`config.mk`:
```
export PLATFORM = sky130hd
export DESIGN_NAME = wim_wake_input_monitor
export DESIGN_NICKNAME = d
export VERILOG_FILES = /design/src/hdl/wim_pkg.sv /design/src/hdl/wim_wake_input_monitor.sv
export VERILOG_INCLUDE_DIRS = /design/src /design/src/hdl
export SDC_FILE = /design/constraint.sdc
export NUM_CORES = 1
export LEC_CHECK = 0
export ABC_AREA = 0
export BUFFER_PORTS_ARGS = -buffer_cell sky130_fd_sc_hd__buf_2
export CAP_MARGIN = 10
export CORE_MARGIN = 2
export CORE_UTILIZATION = 40
export DETAILED_ROUTE_END_ITERATION = 8
export GPL_ROUTABILITY_DRIVEN = 0
export PLACE_DENSITY_LB_ADDON = 0.15
export SLEW_MARGIN = 20
export SYNTH_ARGS = -nofsm -noshare
export SYNTH_HDL_FRONTEND = slang
export SYNTH_SLANG_ARGS = --single-unit
```
`constraint.sdc`:
```
create_clock -name clk -period 8.21 [get_ports clk]
set_input_delay 0.821 -clock clk [delete_from_list [all_inputs] [get_ports clk]]
set_output_delay 0.821 -clock clk [all_outputs]
set_load 0.01 [all_outputs]
```
`src/hdl/wim_cfg.svh`:
```
// wake input monitor: register offsets, field positions, codes, response values, timing
// assumes inclusion by the top module only
`ifndef WIM_CFG_SVH
`define WIM_CFG_SVH
`define WIM_OFS_ENABLE     12'h000
`define WIM_OFS_PULL       12'h004
`define WIM_OFS_FILTER     12'h008
`define WIM_OFS_SRC        12'h00C
`define WIM_OFS_AUX_SRC    12'h010
`define WIM_OFS_LEVEL      12'h014
`define WIM_OFS_MODE       12'h018
`define WIM_OFS_MASK       12'h01C
`define WIM_OFS_AUX_MASK   12'h020
`define WIM_MODE_MEAS_BIT  3
`define WIM_MODE_FAIL_BIT  4
`define WIM_PULL_NONE      2'h0
`define WIM_PULL_DOWN      2'h1
`define WIM_PULL_UP        2'h2
`define WIM_PULL_AUTO      2'h3
`define WIM_FLT_SHORT      2'h0
`define WIM_FLT_LONG       2'h1
`define WIM_FLT_CYC1       2'h2
`define WIM_FLT_CYC2       2'h3
`define WIM_CLK_MHZ        200
`define WIM_T_SHORT_US     16
`define WIM_T_LONG_US      64
`define WIM_CYC_SHORT      (`WIM_T_SHORT_US * `WIM_CLK_MHZ)
`define WIM_CYC_LONG       (`WIM_T_LONG_US * `WIM_CLK_MHZ)
`define WIM_RESP_OKAY      2'h0
`define WIM_RESP_SLVERR    2'h2
`endif

```
`src/hdl/wim_pkg.sv`:
```
// wake input monitor: shared types
// assumes wim_cfg.svh holds all numeric constants
package wim_pkg;
	typedef enum logic [1:0] {
		WIM_NORMAL   = 2'h0,
		WIM_STOP     = 2'h1,
		WIM_SLEEP    = 2'h2,
		WIM_FAILSAFE = 2'h3
	} wim_mode_t;

	typedef enum logic [1:0] {
		WIM_BUS_IDLE = 2'h0,
		WIM_BUS_WR   = 2'h1,
		WIM_BUS_RD   = 2'h2
	} wim_bus_t;

	typedef struct packed {
		logic [2:0] enable;
		logic [5:0] pull;
		logic [5:0] filter;
		logic       meas;
		logic [2:0] irq_mask;
		logic [1:0] aux_mask;
	} wim_ctrl_t;

	typedef struct packed {
		logic pull_up;
		logic pull_down;
	} wim_pull_t;
endpackage : wim_pkg

```
`src/hdl/wim_wake_input_monitor.sv`:
```
// wake input monitor: filters, edge detection, flags, AXI4-Lite registers
// assumes pins are async, timer on-window pulses are synchronous to clk
//
// Contract
// - three wake inputs, each with own enable, pull and filter setting
// - rising and falling edges both signal
// - normal/stop raises interrupt; sleep/fail-safe wakes device
// - static sensing continuous; cyclic sensing only inside timer window
// - static sensing offers 16 us or 64 us deglitch
// - filter restarts on crossing; edge recognised when stable for full time
// - per-pin wake enable register written by software
// - sticky per-pin wake source flags readable always
// - live level readable in normal and stop regardless of enable
// - cyclic sensing reports sampled level, not live level
// - aux wake inputs use fixed 16 us filter, separate flag register
// - pull code 00 none, 01 pull-down, 10 pull-up
// - pull code 11 follows detected level: high pull-up, low pull-down
// - filter codes 00 short static, 01 long static
// - codes 10/11 cyclic with first/second timer, short filter
// - measurement gates pins one and two: no pull, no flag, no level update
// - sleep with only pins one/two enabled under measurement is refused: fail flag set, restart pulsed
//
// Design decisions made here: the register offsets and the AXI4-Lite slave port.
`timescale 1ns/100ps
`include "wim_cfg.svh"
module wim_wake_input_monitor #(
	parameter int N_WAKE = 3,
	parameter int N_AUX  = 2,
	parameter int T_SHORT_CYC = `WIM_CYC_SHORT,
	parameter int T_LONG_CYC  = `WIM_CYC_LONG
) (
	input  wire logic                 clk,
	input  wire logic                 reset_n,
	input  wire logic [N_WAKE-1:0]    wake_pin,
	input  wire logic [N_AUX-1:0]     aux_wake_pin,
	input  wire logic [1:0]           timer_on,
	input  wire logic                 sleep_request,
	output logic [2*N_WAKE-1:0]       pull_drive,
	output logic                      wake_up,
	output logic                      restart,
	output logic                      irq,
	input  wire logic [11:0]          s_axi_awaddr,
	input  wire logic                 s_axi_awvalid,
	output logic                      s_axi_awready,
	input  wire logic [31:0]          s_axi_wdata,
	input  wire logic [3:0]           s_axi_wstrb,
	input  wire logic                 s_axi_wvalid,
	output logic                      s_axi_wready,
	output logic [1:0]                s_axi_bresp,
	output logic                      s_axi_bvalid,
	input  wire logic                 s_axi_bready,
	input  wire logic [11:0]          s_axi_araddr,
	input  wire logic                 s_axi_arvalid,
	output logic                      s_axi_arready,
	output logic [31:0]               s_axi_rdata,
	output logic [1:0]                s_axi_rresp,
	output logic                      s_axi_rvalid,
	input  wire logic                 s_axi_rready
);
	// elaboration-time refusal of pin counts the fixed control fields cannot hold and of bad filter lengths
	if (N_WAKE != 3) begin : g_bad_wake
		$error("wim: N_WAKE must be 3");
	end
	if (N_AUX != 2) begin : g_bad_aux
		$error("wim: N_AUX must be 2");
	end
	if (T_SHORT_CYC < 1) begin : g_bad_short
		$error("wim: short filter must be at least one cycle");
	end
	if (T_LONG_CYC < T_SHORT_CYC) begin : g_bad_long
		$error("wim: long filter shorter than short filter");
	end

	localparam int CW = $clog2(T_LONG_CYC + 1);

	typedef struct packed {
		wim_pkg::wim_ctrl_t   ctrl;
		wim_pkg::wim_mode_t   mode;
		logic [N_WAKE-1:0]    sync1;
		logic [N_WAKE-1:0]    sync2;
		logic [N_AUX-1:0]     async1;
		logic [N_AUX-1:0]     async2;
		logic [1:0]           ton_d;
		logic [N_WAKE-1:0]    stable;
		logic [N_WAKE*CW-1:0] cnt;
		logic [N_AUX-1:0]     astable;
		logic [N_AUX*CW-1:0]  acnt;
		logic [N_WAKE-1:0]    level;
		logic [N_WAKE-1:0]    src;
		logic [N_AUX-1:0]     aux_src;
		logic                 fail;
		logic                 sleep_d;
		logic [2*N_WAKE-1:0]  pull_drive;
		logic                 wake_up;
		logic                 restart;
		logic                 irq;
		logic                 aw_got;
		logic                 w_got;
		logic [11:0]          awaddr;
		logic [31:0]          wdata;
		logic [3:0]           wstrb;
		logic                 bvalid;
		logic [1:0]           bresp;
		logic                 rvalid;
		logic [31:0]          rdata;
		logic [1:0]           rresp;
		logic                 awready;
		logic                 wready;
		logic                 arready;
	} wim_state_t;

	wim_state_t st;
	wim_state_t next_st;

	function automatic wim_pkg::wim_pull_t pull_decode(input logic [1:0] code, input logic lvl);
		wim_pkg::wim_pull_t p;
		p.pull_up   = (code == `WIM_PULL_UP) || (code == `WIM_PULL_AUTO && lvl);
		p.pull_down = (code == `WIM_PULL_DOWN) || (code == `WIM_PULL_AUTO && !lvl);
		return p;
	endfunction : pull_decode

	function automatic logic known_offset(input logic [11:0] a);
		return a == `WIM_OFS_ENABLE || a == `WIM_OFS_PULL || a == `WIM_OFS_FILTER
			|| a == `WIM_OFS_SRC || a == `WIM_OFS_AUX_SRC || a == `WIM_OFS_LEVEL
			|| a == `WIM_OFS_MODE || a == `WIM_OFS_MASK || a == `WIM_OFS_AUX_MASK;
	endfunction : known_offset

	// recognised edges that count as wake sources
	function automatic logic [N_WAKE-1:0] enabled_hits(input logic [N_WAKE-1:0] hit,
		input logic [N_WAKE-1:0] en, input logic [N_WAKE-1:0] gt);
		return hit & en & ~gt;
	endfunction : enabled_hits

	always_comb begin
		logic [N_WAKE-1:0] edge_hit;
		logic [N_AUX-1:0]  aux_hit;
		logic [N_WAKE-1:0] gate;
		logic [N_WAKE-1:0] clr_src;
		logic [N_AUX-1:0]  clr_aux;
		logic [CW-1:0]     c;
		logic [CW-1:0]     lim;
		logic [1:0]        fc;
		logic              cyc;
		logic              smp;
		logic              do_wr;
		logic              low_power;
		logic [31:0]       rd;
		wim_pkg::wim_pull_t p;
		edge_hit  = '0;
		aux_hit   = '0;
		clr_src   = '0;
		clr_aux   = '0;
		c         = '0;
		lim       = '0;
		fc        = '0;
		cyc       = 1'b0;
		smp       = 1'b0;
		rd        = '0;
		p         = '0;
		gate      = '0;
		do_wr     = 1'b0;
		low_power = 1'b0;
		next_st   = st;
		next_st.sync1  = wake_pin;
		next_st.sync2  = st.sync1;
		next_st.async1 = aux_wake_pin;
		next_st.async2 = st.async1;
		next_st.ton_d  = timer_on;
		next_st.sleep_d = sleep_request;
		low_power = (st.mode == wim_pkg::WIM_SLEEP) || (st.mode == wim_pkg::WIM_FAILSAFE);
		// measurement gating of pins one and two
		gate = {1'b0, {2{st.ctrl.meas}}};

		for (int i = 0; i < N_WAKE; i++) begin
			fc  = st.ctrl.filter[2*i +: 2];
			cyc = fc[1];
			lim = (fc == `WIM_FLT_LONG) ? CW'(T_LONG_CYC) : CW'(T_SHORT_CYC);
			c   = st.cnt[i*CW +: CW];
			smp = st.ton_d[fc[0]] && !timer_on[fc[0]]; // on-time end
			if (gate[i]) begin
				c = '0;
			end else if (st.sync2[i] == st.stable[i]) begin
				c = '0; // re-crossing restarts filter
			end else if (!cyc || timer_on[fc[0]] || smp) begin
				if (c + CW'(1) >= lim) begin
					// cyclic holds the count at lim - 1 until the window closes
					c = cyc ? (lim - CW'(1)) : CW'(0);
					if (!cyc) begin
						next_st.stable[i] = st.sync2[i];
						edge_hit[i] = 1'b1;
					end
				end else begin
					c = c + CW'(1);
				end
			end
			if (cyc && smp && !gate[i] && st.cnt[i*CW +: CW] + CW'(1) >= lim) begin
				next_st.stable[i] = st.sync2[i];
				edge_hit[i] = 1'b1;
			end
			next_st.cnt[i*CW +: CW] = c;
			if (!gate[i] && !low_power)
				next_st.level[i] = cyc ? next_st.stable[i] : st.sync2[i];
			p = pull_decode(st.ctrl.pull[2*i +: 2], st.stable[i]);
			next_st.pull_drive[2*i]   = p.pull_down & !gate[i];
			next_st.pull_drive[2*i+1] = p.pull_up & !gate[i];
		end

		for (int j = 0; j < N_AUX; j++) begin
			c = st.acnt[j*CW +: CW];
			if (st.async2[j] == st.astable[j]) begin
				c = '0;
			end else if (c + CW'(1) >= CW'(T_SHORT_CYC)) begin
				c = '0;
				next_st.astable[j] = st.async2[j];
				aux_hit[j] = 1'b1;
			end else begin
				c = c + CW'(1);
			end
			next_st.acnt[j*CW +: CW] = c;
		end

		// bus: write address and data in either order
		if (s_axi_awvalid && s_axi_awready) begin
			next_st.aw_got = 1'b1;
			next_st.awaddr = s_axi_awaddr;
		end
		if (s_axi_wvalid && s_axi_wready) begin
			next_st.w_got = 1'b1;
			next_st.wdata = s_axi_wdata;
			next_st.wstrb = s_axi_wstrb;
		end
		do_wr = st.aw_got && st.w_got && !st.bvalid;
		if (do_wr) begin
			next_st.aw_got = 1'b0;
			next_st.w_got  = 1'b0;
			next_st.bvalid = 1'b1;
			next_st.bresp  = known_offset(st.awaddr) ? `WIM_RESP_OKAY : `WIM_RESP_SLVERR;
			if (st.wstrb[0]) begin
				unique case (st.awaddr)
					`WIM_OFS_ENABLE:   next_st.ctrl.enable = st.wdata[2:0];
					`WIM_OFS_PULL:     next_st.ctrl.pull = st.wdata[5:0];
					`WIM_OFS_FILTER:   next_st.ctrl.filter = st.wdata[5:0];
					`WIM_OFS_SRC:      clr_src = st.wdata[N_WAKE-1:0];
					`WIM_OFS_AUX_SRC:  clr_aux = st.wdata[N_AUX-1:0];
					`WIM_OFS_MODE: begin
						next_st.mode = wim_pkg::wim_mode_t'(st.wdata[1:0]);
						next_st.ctrl.meas = st.wdata[`WIM_MODE_MEAS_BIT];
						if (st.wdata[`WIM_MODE_FAIL_BIT])
							next_st.fail = 1'b0;
					end
					`WIM_OFS_MASK:     next_st.ctrl.irq_mask = st.wdata[2:0];
					`WIM_OFS_AUX_MASK: next_st.ctrl.aux_mask = st.wdata[N_AUX-1:0];
					default: ;
				endcase
			end
		end
		if (st.bvalid && s_axi_bready)
			next_st.bvalid = 1'b0;

		// sticky flags: set wins over clear
		next_st.src     = (st.src & ~clr_src) | enabled_hits(edge_hit, st.ctrl.enable, gate);
		next_st.aux_src = (st.aux_src & ~clr_aux) | aux_hit;

		// refused sleep under measurement with only pins one/two enabled
		if (sleep_request && !st.sleep_d && st.ctrl.meas && st.ctrl.enable[2] == 1'b0
			&& st.ctrl.enable[1:0] != 2'h0) begin
			next_st.fail = 1'b1;
			next_st.restart = 1'b1;
			next_st.mode = wim_pkg::WIM_NORMAL;
		end else begin
			next_st.restart = 1'b0;
			if (sleep_request && !st.sleep_d)
				next_st.mode = wim_pkg::WIM_SLEEP;
		end

		// event routing by mode
		next_st.wake_up = low_power
			&& ((|enabled_hits(edge_hit, st.ctrl.enable, gate)) || (|aux_hit));
		next_st.irq = !low_power && ((|(next_st.src & st.ctrl.irq_mask))
			|| (|(next_st.aux_src & st.ctrl.aux_mask)));
		if (next_st.wake_up)
			next_st.mode = wim_pkg::WIM_NORMAL;

		if (s_axi_arvalid && s_axi_arready) begin
			unique case (s_axi_araddr)
				`WIM_OFS_ENABLE:   rd[2:0] = st.ctrl.enable;
				`WIM_OFS_PULL:     rd[5:0] = st.ctrl.pull;
				`WIM_OFS_FILTER:   rd[5:0] = st.ctrl.filter;
				`WIM_OFS_SRC:      rd[N_WAKE-1:0] = st.src;
				`WIM_OFS_AUX_SRC:  rd[N_AUX-1:0] = st.aux_src;
				`WIM_OFS_LEVEL:    rd[N_WAKE-1:0] = st.level;
				`WIM_OFS_MODE:     rd[4:0] = {st.fail, st.ctrl.meas, 1'b0, st.mode};
				`WIM_OFS_MASK:     rd[2:0] = st.ctrl.irq_mask;
				`WIM_OFS_AUX_MASK: rd[N_AUX-1:0] = st.ctrl.aux_mask;
				default:           rd = '0;
			endcase
			next_st.rvalid = 1'b1;
			next_st.rdata  = rd;
			next_st.rresp  = known_offset(s_axi_araddr) ? `WIM_RESP_OKAY : `WIM_RESP_SLVERR;
		end else if (st.rvalid && s_axi_rready) begin
			next_st.rvalid = 1'b0;
		end

		// readies registered from the next channel state
		next_st.awready = !next_st.aw_got && !next_st.bvalid;
		next_st.wready  = !next_st.w_got && !next_st.bvalid;
		next_st.arready = !next_st.rvalid;
	end

	always_ff @(posedge clk or negedge reset_n) begin
		if (!reset_n)
			st <= '0;
		else
			st <= next_st;
	end

	assign s_axi_awready = st.awready;
	assign s_axi_wready  = st.wready;
	assign s_axi_arready = st.arready;
	assign s_axi_bvalid  = st.bvalid;
	assign s_axi_bresp   = st.bresp;
	assign s_axi_rvalid  = st.rvalid;
	assign s_axi_rdata   = st.rdata;
	assign s_axi_rresp   = st.rresp;
	assign pull_drive    = st.pull_drive;
	assign wake_up       = st.wake_up;
	assign restart       = st.restart;
	assign irq           = st.irq;
endmodule : wim_wake_input_monitor

```
### Yosys cells after proc, flatten, opt, wreduce, memory -nomap -nowiden

Index checks and enable logic that the tools add are counted.

* $add $sub $neg: 8
* magnitude comparators: 8
* equal/unequal tests: 35
* multiplexer cells: 105
* bitwise logic cells: 18
* reductions and logical operators: 108

Operator list (count)
* two-way mux 14 bit: 21
* equality test 12 x 5 -> 1 bit, second input constant: 8
* adder 14 x 1 -> 14 bit, second input constant: 5
* two-way mux 1 bit: 64
* equality test 12 x 4 -> 1 bit, second input constant: 4
* >= comparator 14 bit: 3
* subtractor 14 x 1 -> 14 bit, second input constant: 3
* logical AND 1 bit: 33
* logical OR 1 bit: 31
* >= comparator 14 x 12 -> 1 bit, second input constant: 2
* equality test 12 x 3 -> 1 bit, second input constant: 2
* equality test 12 x 6 -> 1 bit, second input constant: 2
* zero test 12 bit: 2
* two-way mux 2 bit: 12
* AND reduction 3 bit: 7
* one-hot mux 2 bit (9 select lines): 1
* zero test 1 bit: 17
* equality test 2 bit, second input constant: 8
* AND 3 bit: 4
* equality test 2 x 1 -> 1 bit, second input constant: 6
* two-way mux 3 bit: 4
* nonzero test 2 bit: 6
* nonzero test 4 bit: 3
* < comparator 1 x 2 -> 1 bit, second input constant: 3
* other kinds (17): 31

* bits in registers: 165
* output and inout bits: 50

### Logic depth before layout (Yosys ltp)

Gate-level depths: netlist (run 1).

* depth after elaboration: 16
* depth in mapped cells: 15
* depth with buffers taken out: 13

### Worst setup path after synthesis (run 1)

OpenSTA, ideal clock, no wires.

* path kind: register to register
* start point: reg st[156] (netlist bit)
* end point: reg st[158] (netlist bit)
* setup time: 0.065 ns
* arrival: 3.296 ns
* slack: 4.849 ns
* stages on the path, launching flop included: 14
* path buffers: 0
* clock period less this slack: 3.361 ns
* path through: dfrtp_1 nand3_2 nor3_4 nand3_1 or2_1 xnor2_1 ha_1 nand3_1 o22ai_1 nor2_2 clkinv_1 or4_1 a21oi_1 o21a_1

* longest elaborated chain between the ends: 6

Ends and longest elaborated chain
* from (decl): RTL line wim_wake_input_monitor.sv:112 `wim_state_t st;`
* from (signal assigned): RTL line wim_wake_input_monitor.sv:314 `st <= next_st;`
* adder 14 x 1 -> 14 bit *: RTL line wim_wake_input_monitor.sv:185, wim_wake_input_monitor.sv:193
* >= comparator 14 bit: RTL line wim_wake_input_monitor.sv:185 `if (c + CW'(1) >= lim) begin`
* two-way mux 14 bit *: RTL line wim_wake_input_monitor.sv:185
* two-way mux 14 bit *: RTL line wim_wake_input_monitor.sv:184 `end else if (!cyc || timer_on[fc[0]] || smp) begin`
* two-way mux 14 bit *: RTL line wim_wake_input_monitor.sv:182 `end else if (st.sync2[i] == st.stable[i]) begin`
* two-way mux 14 bit *: RTL line wim_wake_input_monitor.sv:180 `if (gate[i]) begin`

Every way passes the cells marked *; elsewhere a longest branch is shown, timed or not. The select of a mux whose other input is x is not followed.
A chain may end at the register's enable or synchronous reset.

==> out/qor.txt, run 1 <==
Cell Area, Synth: 9100 µm²
TritonRoute pass-1 iters: 5
initial drt markers: 362
CTS tree: done
CTS Buf Count: 17
initial antenna violation count: 0
WP data required: 8.50 ns
CP peak stage delay: 0.68 ns
post-CTS repair timing setup buffer count: 0
Avg Synthesized Cell Area: 9.75 µm²
sw power: 0.549 mW
Die Wd: 155 µm
share of async-settable or async-resettable flops after synthesis: 100%
PwrDens: 201 nW/µm²
Yosys Warn Count: 0
Yosys cell types: 82
WL final: 20600 µm
DRC violations left: 0
I/O pins: 125
EDFF count, synth: 0
status: finished clean
Main synth FF type: dfrtp_1
DR vias: 6933
CP max stage cell: or3_1
Hold/Removal Path Class: flip-flop to flip-flop
DP Wirelength: 14500 µm
worst skew pair latency: 0.43 ns
root buf cell: clkbuf_16
fill count: 2158
clock skew: 0.00744 ns
Final TNS setup: 0 ns
total grt overflow: 0
die height: 155 µm
hold_buf cts: 0
gr usage total: 17.8%
Max Root-Sink Buffers: 2
Slew Viols, Final: 0
CP Capture Type: flip-flop
n_diodes: 0
Hold WS: 0.349 ns
share of cells above drive strength 1: 17.0%
Leakage: 4.46 nW
Gate power share: 10.9%
# nets final: 1075
Seq/Total Area, Yosys: 44.8%
crit path kind: flip-flop to flip-flop
DRT antenna net count: 0
Clock Sinks: 163
endpoints failing hold: 0
Port Buffers: 67
starting density of the core: 40.4%
die area: 24000 µm²
Mapped Cells: 933
Site Rows: 55
period utilization: 50.5%
unrepaired setup endpoints after global routing: false
maxcap violations: 0
area delta synth->final: 11.1%
PostCTS Resize Cnt: 0
htree depth: 4
crit path DAT: 4.44 ns
clock network power share: 41.3%
Core Area: 22500 µm²
Clock transition at path regs: 0.06 ns
part of the power in registers: 47.8%
first-pass GRT wire length: 34000 µm
maximum fanout along the worst path: 21
most frequent cells in the layout: dfrtp_1, nand2_1, buf_2, nor2_1, o21ai_0
largest net degree at the start of global routing: 96
Yosys reg bits: 163
peak supply drop: 0.149 mV
vias in the first global route: 6479
highest clock rate: 0.241 GHz
average vias per placed instance: 5.44
Setup crit start kind: flip-flop
cell-by-cell trace of the critical path: ha_1 -> and3_1 -> and3_1 -> and2_1 -> xor2_1 -> ha_1 -> nand3_1 -> or2_2 -> a2111oi_0 -> or3_1 -> a2bb2oi_1 -> a31oi_1 -> nor3_1
Sw Share: 27.0%
Final Critical Period: 4.15 ns
Rel. slew slack: 31.1%
most common cell after layout, fill and taps aside: dfrtp_1
final setup vio count: 0
worst slew pin tran: 1.03 ns
Pint: 1.48 mW
Wirelength per Cell: 16.2 µm
[sequential cells by signal, summed over array words and instances (netlist names)]
register,cells
s_axi_rvalid,1
next_st,5
wake_up,1
s_axi_wready,1
pull_drive,6
s_axi_arready,1
irq,1
s_axi_awready,1
s_axi_bresp,1
s_axi_bvalid,1
restart,1
s_axi_rresp,1
st,136
s_axi_rdata,6
[power by group through the flow]
stage	registers [mW]	clock network [mW]	logic [mW]
2_1_floorplan	0.948	0	0.179
3_3_place_gp	0.984	0	0.220
3_5_place_dp	0.986	0	0.224
4_1_cts	0.971	0.861	0.225
5_1_grt	0.985	0.900	0.249
6_report	0.971	0.838	0.221
[kinds of logic after synthesis]
family	synth area share, %
compound gates	14.5
xor+xnor	5.00
fa+ha+maj	3.16
buf+inv	6.09
flops	44.8
mux	6.37
other cells	0.0412
simple gates	20.0
[metal layers]
layer  GRT usage, %  vias to the layer above  wire, µm
li1               -                     3402         -
met1           26.1                     3337     10300
met2           27.1                      179      9110
met3           3.75                       15      1060
met4           4.10                        0       155
met5              0                        -         0
[synth_stat cells, types with 22 or more instances]
master | number | area share (%)
buf_4 | 42 | 3.5
ha_1 | 23 | 3.2
nor3_1 | 22 | 1.2
clkbuf_1 | 27 | 1.1
xnor2_1 | 31 | 3.0
nand2_1 | 79 | 3.3
inv_1 | 24 | 0.99
dfrtp_1 | 163 | 45
nand3_1 | 52 | 2.9
o21ai_0 | 53 | 2.9
mux2_2 | 42 | 5.2
nor2_1 | 64 | 2.6
a21oi_1 | 37 | 2.0
and3_1 | 22 | 1.5
[worst max-delay path, delay by kind of cell (launching register included)]
family                     cells  cell delay [ns]
and+or+nand+nor                7             1.80
AOI/OAI and AO/OA              3             1.01
adders and majority gates      2             0.60
DFF                            1             0.44
xor gates and xnor gates       1             0.15
[cell type report]
| cell class | count | area [µm²] | share of cell area [%] |
|---|---|---|---|
| clock buffer | 20 | 447 | 4.42 |
| clock inverter | 12 | 169 | 1.67 |
| inverter | 25 | 93.8 | 0.928 |
| multi-input combinational | 698 | 4590 | 45.4 |
| sequential | 163 | 4080 | 40.3 |
| timing repair buffer | 72 | 379 | 3.75 |
| tap | 285 | 357 | 3.53 |
[metrics by stage]
stage / std cells / cell area (µm²) / worst slack [ns] / total power [mW] / util, %
final: 1275 / 10100 / 4.06 / 2.03 / 44.9
after global routing: 1275 / 10100 / 3.75 / 2.13 / 44.9
after CTS: 1275 / 10100 / 4.06 / 2.06 / 44.9
after detailed placement: 1243 / 9500 / 4.08 / 1.21 / 42.2
after global placement: 1243 / 9500 / 4.09 / 1.20 / 42.2
after floorplan: 964 / 9220 / 4.85 / 1.13 / -
[final timing paths]
kind | startpoint | endpoint | slack [ns] | cells past startpoint
max | st[168] | st[197] | 4.06 | 13
min | next_st[188] | st[188] | 0.35 | 0
max reg2reg | st[168] | st[197] | 4.06 | 13
min reg2reg | next_st[188] | st[188] | 0.35 | 0
max in group asynchronous | reset_n | next_st[193] | 6.27 | 2
min in group asynchronous | reset_n | st[125] | 0.46 | 1
No activity file was read; power rests on OpenSTA's default activity.
==> run 2: changes to the inputs <==
==> constraint.sdc (replaced) <==
create_clock -name clk -period 3.4 [get_ports clk]
set_input_delay 0.34 -clock clk [delete_from_list [all_inputs] [get_ports clk]]
set_output_delay 0.34 -clock clk [all_outputs]
set_load 0.01 [all_outputs]
==> out/qor.txt, run 2 (synthesized netlist as in run 1, its figures left out) <==
status: complete, but fails checks
CTS Buf Count: 17
fill count: 2147
highest clock rate: 0.311 GHz
Hold WS: -0.0515 ns
final core utilization: 47.1%
worst skew pair latency: 0.44 ns
Final Critical Period: 3.21 ns
Rel. slew slack: 34.9%
die height: 155 µm
Site Rows: 55
CTS tree: done
final setup vio count: 0
n_diodes: 0
Slew Viols, Final: 0
average vias per placed instance: 5.41
TritonRoute pass-1 iters: 5
crit path kind: flip-flop to flip-flop
endpoints failing hold: 22
total grt overflow: 0
Top reg by flops: st
htree depth: 4
Clock Sinks: 163
Clock transition at path regs: 0.07 ns
Wirelength per Cell: 16.1 µm
worst slew pin tran: 0.970 ns
gr usage total: 18.6%
maximum fanout along the worst path: 6
crit path DAT: 3.54 ns
period utilization: 94.5%
WP data required: 3.72 ns
starting density of the core: 40.4%
CP Capture Type: flip-flop
Max Root-Sink Buffers: 2
most frequent cells in the layout: dfrtp_1, nand2_1, buf_2, nor2_1
DP Wirelength: 15200 µm
CP max stage cell: dfrtp_1
share of cells above drive strength 1: 22.1%
root buf cell: clkbuf_16
Core Area: 22500 µm²
total power: 4.88 mW
peak supply drop: 0.360 mV
first-pass GRT wire length: 35500 µm
vias in the first global route: 6848
Setup crit start kind: flip-flop
failing checks: hold timing
DR vias: 7160
CP peak stage delay: 0.39 ns
Port Buffers: 67
max FFs per register: 136
DRC violations left: 0
maxcap violations: 0
WL final: 21300 µm
I/O pins: 125
die area: 24000 µm²
clock skew: 0.0108 ns
PwrDens: 461 nW/µm²
most common cell after layout, fill and taps aside: dfrtp_1
Hold/Removal Path Class: input port to asynchronous set/reset pin
initial antenna violation count: 1
Leakage: 4.70 nW
# nets final: 1124
area delta synth->final: 16.5%
Die Wd: 155 µm
cell-by-cell trace of the critical path: ha_1 -> and3_1 -> and3_2 -> and2_1 -> xor2_2 -> ha_1 -> nand3_1 -> or2_2 -> a2111oi_4 -> or3_4 -> buf_6 -> a21oi_1 -> a31o_2 -> a31o_2
initial drt markers: 369
largest net degree at the start of global routing: 92
DRT antenna net count: 0
run 2: stage by stage:
stage | hold WS (ns) | TNS (ns) | std cells | setup slack (ns) | area [µm²]
4_1_cts | 0.0275 | 0 | 1322 | 0.0232 | 10500
2_1_floorplan | 0.0444 | 0 | 964 | 0.0394 | 9220
3_3_place_gp | 0.337 | 0 | 1284 | 0.0341 | 9820
5_1_grt | 0.0341 | -0.0218 | 1324 | -0.0172 | 10600
6_report | -0.0515 | 0 | 1324 | 0.186 | 10600
3_5_place_dp | 0.336 | -0.0584 | 1284 | -0.0178 | 9820
run 2: what timing repair did:
| item | 4_1_cts | 5_1_grt |
|---|---|---|
| pin swaps | 0 | 2 |
| buffers inserted | 0 | 2 |
| endpoints found under the hold margin | 6 | 0 |
| hold buffers | 6 | 0 |
| setup endpoints to repair | 6 | 39 |
| resized for setup | 1 | 24 |
| cloned | 0 | 0 |
run 2: per-layer routing:
| layer | part of all wire (%) | routed length [µm] | up-vias | track usage [%] |
|---|---|---|---|---|
| li1 | - | - | 3504 | - |
| met1 | 49 | 10500 | 3442 | 26.7 |
| met2 | 44 | 9380 | 189 | 28.4 |
| met3 | 5.0 | 1070 | 25 | 3.73 |
| met4 | 1.6 | 336 | 0 | 5.86 |
| met5 | 0 | 0 | - | 0 |
run 2: worst max-delay path: cells and delay by family (launching register included):
kind	cells	cell delay, ns
buffers and inverters	1	0.13
XOR/XNOR	1	0.15
adder cells (fa/ha/maj)	2	0.49
flip-flops	1	0.39
AND/OR/NAND/NOR	6	1.19
AO/OA/AOI/OAI	4	0.75
run 2: final cells by class:
class	count	area [µm²]	share of cell area, %
Multi-Input combinational cell	698	4680	44.2
Sequential cell	163	4080	38.5
Timing Repair Buffer	121	786	7.41
Clock buffer	18	429	4.05
Tap cell	285	357	3.36
Clock inverter	14	165	1.56
Inverter	25	97.6	0.921
run 2: report_power, final:
group | switching, mW | total [mW] | internal, mW
Combinational | 0.292 | 0.566 | 0.273
Clock | 0.874 | 1.98 | 1.11
Sequential | 0.209 | 2.34 | 2.13
run 2: worst paths after layout:
path	from	end	slack, ns	cells after the start
worst max-delay path	st[169]	st[109]	0.19	14
worst min register to register	next_st[187]	st[187]	0.34	0
worst max register to register	st[169]	st[109]	0.19	14
worst min-delay path	reset_n	st[125]	-0.05	1
max in group asynchronous	reset_n	st[116]	2.57	2
min in group clk	timer_on[0]	st[185]	0.07	1
==> run 3: changes to the inputs <==
--- a/config.mk
+++ b/config.mk
@@ -7,10 +7,10 @@
 export NUM_CORES = 1
 export LEC_CHECK = 0
 export ABC_AREA = 0
-export BUFFER_PORTS_ARGS = -buffer_cell sky130_fd_sc_hd__buf_2
+export BUFFER_PORTS_ARGS = -buffer_cell sky130_fd_sc_hd__buf_4
 export CAP_MARGIN = 10
 export CORE_MARGIN = 2
-export CORE_UTILIZATION = 40
+export CORE_UTILIZATION = 50
 export DETAILED_ROUTE_END_ITERATION = 8
 export GPL_ROUTABILITY_DRIVEN = 0
 export PLACE_DENSITY_LB_ADDON = 0.15
==> out/qor.txt, run 3 (synthesized netlist as in run 1, its figures left out) <==
status: finished clean
Pint: 3.43 mW
maximum fanout along the worst path: 6
DRC violations left: 0
average vias per placed instance: 5.71
I/O pins: 125
Setup crit start kind: flip-flop
peak supply drop: 0.396 mV
CP Capture Type: flip-flop
Final Critical Period: 3.24 ns
clock network power share: 39.1%
crit path DAT: 3.61 ns
die area: 19300 µm²
Clock transition at path regs: 0.07 ns
Gate power share: 12.2%
clock skew: 0.00781 ns
highest clock rate: 0.309 GHz
n_diodes: 0
endpoints failing hold: 0
CTS Buf Count: 17
Top reg by flops: st
Port Buffers: 67
initial drt markers: 580
TritonRoute pass-1 iters: 5
Hold WS: 0.0525 ns
Wirelength per Cell: 16.3 µm
WL final: 20700 µm
final setup vio count: 0
Clock Sinks: 163
largest net degree at the start of global routing: 79
period utilization: 95.2%
post-route worst setup slack: 0.164 ns
total grt overflow: 0
crit path kind: flip-flop to flip-flop
initial antenna violation count: 0
Rel. slew slack: 51.1%
CTS tree: done
most common cell after layout, fill and taps aside: dfrtp_1
total power: 4.81 mW
pre-CTS setup slack: -0.0801 ns
most frequent cells in the layout: dfrtp_1, buf_4, nand2_1, nor2_1, o21ai_0
root buf cell: clkbuf_16
Site Rows: 49
Max Root-Sink Buffers: 2
gr usage total: 21.7%
hold-critical path depth: 1
starting density of the core: 50.8%
die height: 139 µm
Reg2Reg Setup Slack: 0.16 ns
Worst Reg2Reg Path Length in Cells: 13
DR vias: 7248
# nets final: 1125
Sw Share: 28.8%
share of cells above drive strength 1: 22.5%
htree depth: 4
PwrDens: 450 nW/µm²
maxcap violations: 0
part of the power in registers: 48.6%
Die Wd: 139 µm
Hold/Removal Path Class: input port to flip-flop
final core utilization: 59.7%
Leakage: 4.73 nW
worst slew pin tran: 0.734 ns
Slew Viols, Final: 0
unrepaired setup endpoints after global routing: true
area delta synth->final: 17.3%
DRT antenna net count: 0
max FFs per register: 136
Core Area: 17900 µm²
sw power: 1.38 mW
worst skew pair latency: 0.43 ns
vias in the first global route: 6939
first-pass GRT wire length: 34200 µm
DP Wirelength: 14800 µm
WP data required: 3.77 ns
run 3: layout make-up:
cell class | instances | area [µm²]
inverter | 25 | 97.6
tap | 229 | 287
multi-input combinational | 698 | 4680
sequential | 163 | 4090
timing repair buffer | 121 | 946
clock inverter | 14 | 141
timing repair inverter | 1 | 5.00
clock buffer | 18 | 439
fill | 1550 | 7220
run 3: critical path, stage by stage, from the launching register on:
cell,delay (ns)
dfrtp_2,0.45
nand3_4,0.13
nor3_4,0.20
nand3_2,0.10
or2_4,0.27
xnor2_1,0.13
ha_1,0.29
nand3_1,0.13
o22ai_1,0.12
nor2_2,0.26
clkinvlp_4,0.26
or4_1,0.54
a21oi_1,0.15
o21a_1,0.13
run 3: worst paths after layout:
kind	start	endpoint
min in group asynchronous	reset_n	st[124]
worst min register to register	next_st[192]	st[192]
worst min-delay path	timer_on[1]	st[186]
worst max-delay path	st[154]	st[158]
worst max register to register	st[154]	st[158]
max in group asynchronous	reset_n	st[168]
run 3: through the flow:
stage	instance area (µm²)	cells	setup TNS (ns)
after global placement	9910	1227	-0.138
after global routing	10700	1269	-0.0261
after floorplan	9220	964	0
after CTS	10600	1266	0
after detailed placement	9910	1227	-0.333
final	10700	1269	0
run 3: power groups by stage:
stage          clock network (mW)  logic (mW)  registers [mW]
5_1_grt                      2.01       0.655            2.37
2_1_floorplan                   0       0.431            2.29
3_3_place_gp                    0       0.570            2.37
3_5_place_dp                    0       0.583            2.37
4_1_cts                      1.93       0.592            2.34
6_report                     1.88       0.589            2.34
run 3: per-layer routing:
metal	vias to the layer above	track usage (%)	wire length (µm)
li1	3496	-	-
met1	3529	30.9	9850
met2	200	33.9	9520
met3	23	4.94	998
met4	0	5.53	297
met5	-	0	0
run 3: what timing repair did:
| item | in CTS | in global routing |
|---|---|---|
| cloned | 0 | 1 |
| pin swaps | 0 | 2 |
| hold endpoints to repair | 77 | 0 |
| hold buffers | 7 | 0 |
| setup buffers | 0 | 2 |
| resized for setup | 2 | 24 |
| setup endpoints to repair | 11 | 38 |
